==> src/rtl/bcw_pkg.sv <==
package bcw_pkg;
  localparam int CLK_KHZ = 40_000;
  localparam int UNIT_US = 1;
  localparam int UNIT_MS = 1;
  localparam int US_CYCLES_I = (UNIT_US * CLK_KHZ + 999) / 1000;
  localparam int MS_CYCLES_I = UNIT_MS * CLK_KHZ;
  localparam int DIV_W = 16;
  localparam logic [DIV_W-1:0] US_CYCLES = DIV_W'(US_CYCLES_I);
  localparam logic [DIV_W-1:0] MS_CYCLES = DIV_W'(MS_CYCLES_I);
  localparam int ADC_BITS = 12;
  localparam int IDX_W = 4;
  localparam int PULSE_W = 10;
  localparam int SCAN_CNT_W = 5;
  localparam int SCAN_MS_W = 10;
  localparam logic [ADC_BITS-1:0] ADC_MIN_CODE = 12'h000;
  localparam logic [ADC_BITS-1:0] ADC_FULL_CODE = 12'hfff;
  localparam logic [ADC_BITS-1:0] DELTA_OFF_CODE = 12'hfff;
  localparam logic [SCAN_CNT_W-1:0] REPEAT_LAST = 5'h1f;
  localparam logic [SCAN_MS_W-1:0] SCAN_NORMAL_MS = 10'h020;
  localparam logic [SCAN_MS_W-1:0] SCAN_IDLE_MS = 10'h100;
  localparam logic [SCAN_MS_W-1:0] SCAN_DOZE_MS = 10'h200;
  localparam logic [PULSE_W-1:0] PULSE_MIN_UNITS = 10'h001;
  localparam logic [PULSE_W-1:0] PULSE_MAX_UNITS = 10'h200;

  typedef enum logic [1:0] {PWR_NORMAL, PWR_IDLE, PWR_DOZE} bcw_power_t;
  typedef enum logic [2:0] {ST_IDLE, ST_SCAN, ST_PULSE, ST_CONVERT, ST_DECIDE} bcw_phase_t;

  typedef struct packed {
    logic scale_ms;
    logic [PULSE_W-1:0] count;
  } bcw_pulse_time_t;

  localparam bcw_pulse_time_t PULSE_TIME_DEFAULT = '{scale_ms: 1'b1, count: 10'h001};

  typedef struct packed {
    logic wire_test_disable;
    logic wire_fault_shutdown_enable;
    bcw_pulse_time_t wire_test_pulse_time;
    logic [ADC_BITS-1:0] cell_delta_limit;
  } bcw_cfg_t;

  typedef struct packed {
    logic wire_fault;
    logic cell_delta_fault;
    logic test_active;
    logic [IDX_W-1:0] test_input_index;
  } bcw_status_t;

  typedef struct packed {
    logic power_fet_off;
    logic balance_off;
    logic pack_shutdown_output;
  } bcw_action_t;

  typedef struct packed {
    bcw_phase_t phase;
    logic [IDX_W-1:0] idx;
    logic [PULSE_W-1:0] units;
    logic restart;
    logic cut;
    logic pass_fail;
    logic wire_fault;
    logic cell_delta_fault;
    logic armed;
    logic pending;
    logic [SCAN_CNT_W-1:0] scan_count;
    logic [SCAN_MS_W-1:0] scan_ms;
    logic adc_req;
  } bcw_state_t;

  typedef struct packed {
    logic [DIV_W-1:0] count;
    logic tick;
  } bcw_div_t;
endpackage

==> src/rtl/bcw_tick_div.sv <==
`timescale 1ns/1ps
module bcw_tick_div
  import bcw_pkg::*;
(
  input wire logic clk,
  input wire logic reset,
  input wire logic clear,
  input wire logic [DIV_W-1:0] period,
  output logic tick
);
  bcw_div_t st;
  bcw_div_t next_st;

  always_comb begin
    next_st = st;
    next_st.tick = 1'b0;
    if (clear) begin
      next_st.count = '0;
    end else if (st.count + DIV_W'(1) >= period) begin
      // a zero period behaves like one cycle
      next_st.count = '0;
      next_st.tick = 1'b1;
    end else begin
      next_st.count = st.count + DIV_W'(1);
    end
  end

  always_ff @(posedge clk) begin
    if (reset) begin
      st <= '0;
    end else begin
      st <= next_st;
    end
  end

  assign tick = st.tick;
endmodule // bcw_tick_div

==> config.mk <==
export PLATFORM = sky130hd
export DESIGN_NAME = bcw_tick_div
export DESIGN_NICKNAME = d
export VERILOG_FILES = /design/src/rtl/bcw_pkg.sv /design/src/rtl/bcw_tick_div.sv
export SDC_FILE = /design/constraint.sdc
export NUM_CORES = 1
export LEC_CHECK = 0
export ABC_CLOCK_PERIOD_IN_PS = 3200
export BUFFER_PORTS_ARGS = -buffer_cell sky130_fd_sc_hd__buf_2
export CORE_UTILIZATION = 35
export CTS_BUF_LIST = sky130_fd_sc_hd__clkbuf_2 sky130_fd_sc_hd__clkbuf_4 sky130_fd_sc_hd__clkbuf_8
export CTS_CLUSTER_DIAMETER = 120
export DETAILED_ROUTE_END_ITERATION = 8
export GPL_TIMING_DRIVEN = 0
export PLACE_DENSITY = 0.54
export SLEW_MARGIN = 5
export SYNTH_ARGS = -nofsm -noshare
export SYNTH_HDL_FRONTEND = slang
export SYNTH_SLANG_ARGS = --single-unit
==> constraint.sdc <==
create_clock -name clk -period 3.2 [get_ports clk]
set_clock_uncertainty 0.1 [all_clocks]
set_input_delay 0.16 -clock clk [delete_from_list [all_inputs] [get_ports clk]]
set_output_delay 0.16 -clock clk [all_outputs]
set_load 0.02 [all_outputs]
==> flow_summary.json <==
{
  "hold_class": "in2reg",
  "synthCells": 130,
  "ios": 20,
  "worstSkewPairLatency_ns": 0.30,
  "ys_async_sr_fraction": 0,
  "grt_pass1_wl_um": 4388,
  "clockBufferDepth": 2,
  "synth_nets": 166,
  "cts_buffers": 3,
  "crit_path_start_kind": "register",
  "final_hold_viol_count": 0,
  "coreArea_um2": 3363,
  "leakage_nw": 0.7047,
  "grt_pass1_vias": 975,
  "drc": 0,
  "path_clk_slew_ns": 0.11,
  "slowest_stage": "or4_4",
  "finalNonFillerCells": 202,
  "die_area_um2": 3755,
  "synth_ff_type": "dfxtp_1",
  "ys_ff_latch": 17,
  "ctsHoldBuffers": 0,
  "yosys_warnings": 0,
  "grt_usage": 0.1630,
  "ys_types": 38,
  "synth_area_per_cell_um2": 9.461,
  "cpPeakStageDelay_ns": 0.52,
  "maxSlewViolCount": 0,
  "grt_max_degree": 11,
  "wl_per_cell_um": 13.37,
  "htree_levels": 1,
  "max_cap_viol_count": 0,
  "setup_viol": 0,
  "ir_worst_vdd_mv": 0.1461,
  "viasPerCell": 5.198,
  "syn2layout_area_growth_pct": 18.41,
  "ys_seq_area_frac": 0.2767,
  "vias": 1050,
  "cp_max_fo": 10,
  "die_width_um": 61.28,
  "clock-sinks": 17,
  "synth_area_um2": 1230,
  "synthTopCellsByCount": "dfxtp_1, ha_1, inv_1",
  "drive_gt1_frac": 0.2692,
  "portBuffers": 19,
  "critical_path.top_delay_family": "simple AND/OR/NAND/NOR gates",
  "rows": 21,
  "gp_congestion": 0.7468,
  "synth.area.top_cells": "dfxtp_1, ha_1, nor3b_1",
  "start_util": 0.3657,
  "critical_path_arrival_ns": 3.10,
  "fill_cells": 379,
  "die_h_um": 61.28,
  "setup_tns_ns": 0,
  "timing.fmax_ghz": 0.3306,
  "path_buf_inv": 1,
  "crit_path_end_kind": "register",
  "rsz0062_at_grt": "no",
  "wl_um": 2701,
  "n_antenna_cell": 0,
  "yosysTopAreaCell": "dfxtp_1",
  "dp_cells": 195,
  "setup_slack_ns": 0.1756,
  "drt_iter0_drc": 24,
  "crit_type": "reg2reg",
  "dp_slack_ns": -0.1083,
  "holdWs_ns": 0.03649,
  "antenna_found_initial": 0,
  "path_cells": "and4_4 > nand4_2 > or4_4 > nand2_1 > ha_1 > and4_1 > o2111ai_1 > o311ai_4 > buf_2 > nor3b_1",
  "antenna_left": 0,
  "root_buffer": "clkbuf_4",
  "outcome": "completed",
  "period_needed_ns": 3.024,
  "synth-edff-count": 0,
  "cp_data_required_time_ns": 3.28,
  "drt-pass1-iter-count": 4,
  "grt_overflow_total": 0,
  "relSlewSlack": 0.7469,
  "hpwl_um": 2063,
  "cts_tree": "built",
  "finalCritPeriodShare": 0.9451,
  "worst_pin_slew_ns": 0.3797,
  "synth_top_area_share": 0.2767,
  "power_density_nw_per_um2": 270.2,
  "nets": 193
}
-- per-stage QoR --
stage	total power, mW	area [um^2]	util
6_report	0.3936	1456	0.4330
5_1_grt	0.4140	1456	0.4330
4_1_cts	0.3970	1426	0.4241
3_5_place_dp	0.2666	1383	0.4111
3_3_place_gp	0.2644	1383	0.4111
2_1_floorplan	0.2485	1230	-
-- worst reg2reg max path, delay by kind of cell, from the launching register on --
family / cells / cell delay (ns)
AOI/OAI and AO/OA: 2 / 0.50
adders and majority gates: 1 / 0.13
buffers and inverters: 1 / 0.29
DFF: 1 / 0.46
and+or+nand+nor: 6 / 1.43
-- final timing paths --
kind | cells after the start | to | slack [ns] | start
min | 3 | tick | 0.04 | reset
min reg2reg | 2 | st[16] | 0.42 | st[16]
max reg2reg | 10 | st[13] | 0.18 | st[6]
max | 10 | st[13] | 0.18 | st[6]
-- layer usage --
metal | track usage | vias to the layer above | share of wire
li1 | - | 527 | -
met2 | 0.2733 | 23 | 0.48
met3 | 0.04832 | 6 | 0.037
met5 | 0 | - | 0
met4 | 0.05519 | 0 | 0.019
met1 | 0.1990 | 494 | 0.46
-- layout by cell type (no fill, tap or decap), types with 2 or more instances in the layout --
| cell type | Yosys | layout |
|---|---|---|
| xnor2_1 | 8 | 8 |
| nor3b_1 | 12 | 12 |
| clkbuf_4 | 0 | 4 |
| nand2_1 | 5 | 5 |
| and2_1 | 2 | 2 |
| nand3_1 | 4 | 4 |
| o21a_1 | 2 | 2 |
| ha_1 | 17 | 17 |
| xor2_1 | 4 | 4 |
| a21o_1 | 3 | 3 |
| dfxtp_1 | 17 | 17 |
| nand4_1 | 6 | 6 |
| nor3_1 | 4 | 4 |
| buf_4 | 0 | 3 |
| buf_2 | 2 | 21 |
| inv_1 | 16 | 16 |
| and4_1 | 2 | 2 |
-- registers in the layout (all words and copies together) (netlist names) --
name  count
st       16
tick      1
-- logic make-up (layout without fill, tap and decap cells) --
| kind of cell | count (synthesis) | count (layout) | share of synthesized area |
|---|---|---|---|
| AO/OA/AOI/OAI | 18 | 18 | 0.1404 |
| AND/OR/NAND/NOR | 48 | 48 | 0.2676 |
| adder cells (fa/ha/maj) | 17 | 17 | 0.1729 |
| buffers and inverters | 18 | 44 | 0.05697 |
| XOR/XNOR | 12 | 12 | 0.08545 |
| flip-flops | 17 | 17 | 0.2767 |
-- area by class of cell --
| type | count | area (um^2) | area share |
|---|---|---|---|
| multi-input combinational | 95 | 840.8 | 0.5773 |
| sequential | 17 | 340.3 | 0.2337 |
| timing repair buffer | 22 | 117.6 | 0.08076 |
| inverter | 16 | 60.06 | 0.04124 |
| tap | 46 | 57.56 | 0.03952 |
| clock buffer | 4 | 30.03 | 0.02062 |
| buffer | 2 | 10.01 | 0.006873 |
-- power breakdown --
part	switching [mW]	internal, mW	total [mW]	leakage [nW]
combinational	0.0243	0.0241	0.0484	0.549
sequential	0.00200	0.213	0.215	0.137
clock	0.0734	0.0570	0.130	0.0184
-- timing repair --
action,4_1_cts,5_1_grt
resized for setup,1,4
buffers inserted,1,2
pin swaps,1,0
endpoints found under the setup margin,12,12
No activity file was read; power rests on OpenSTA's default activity.
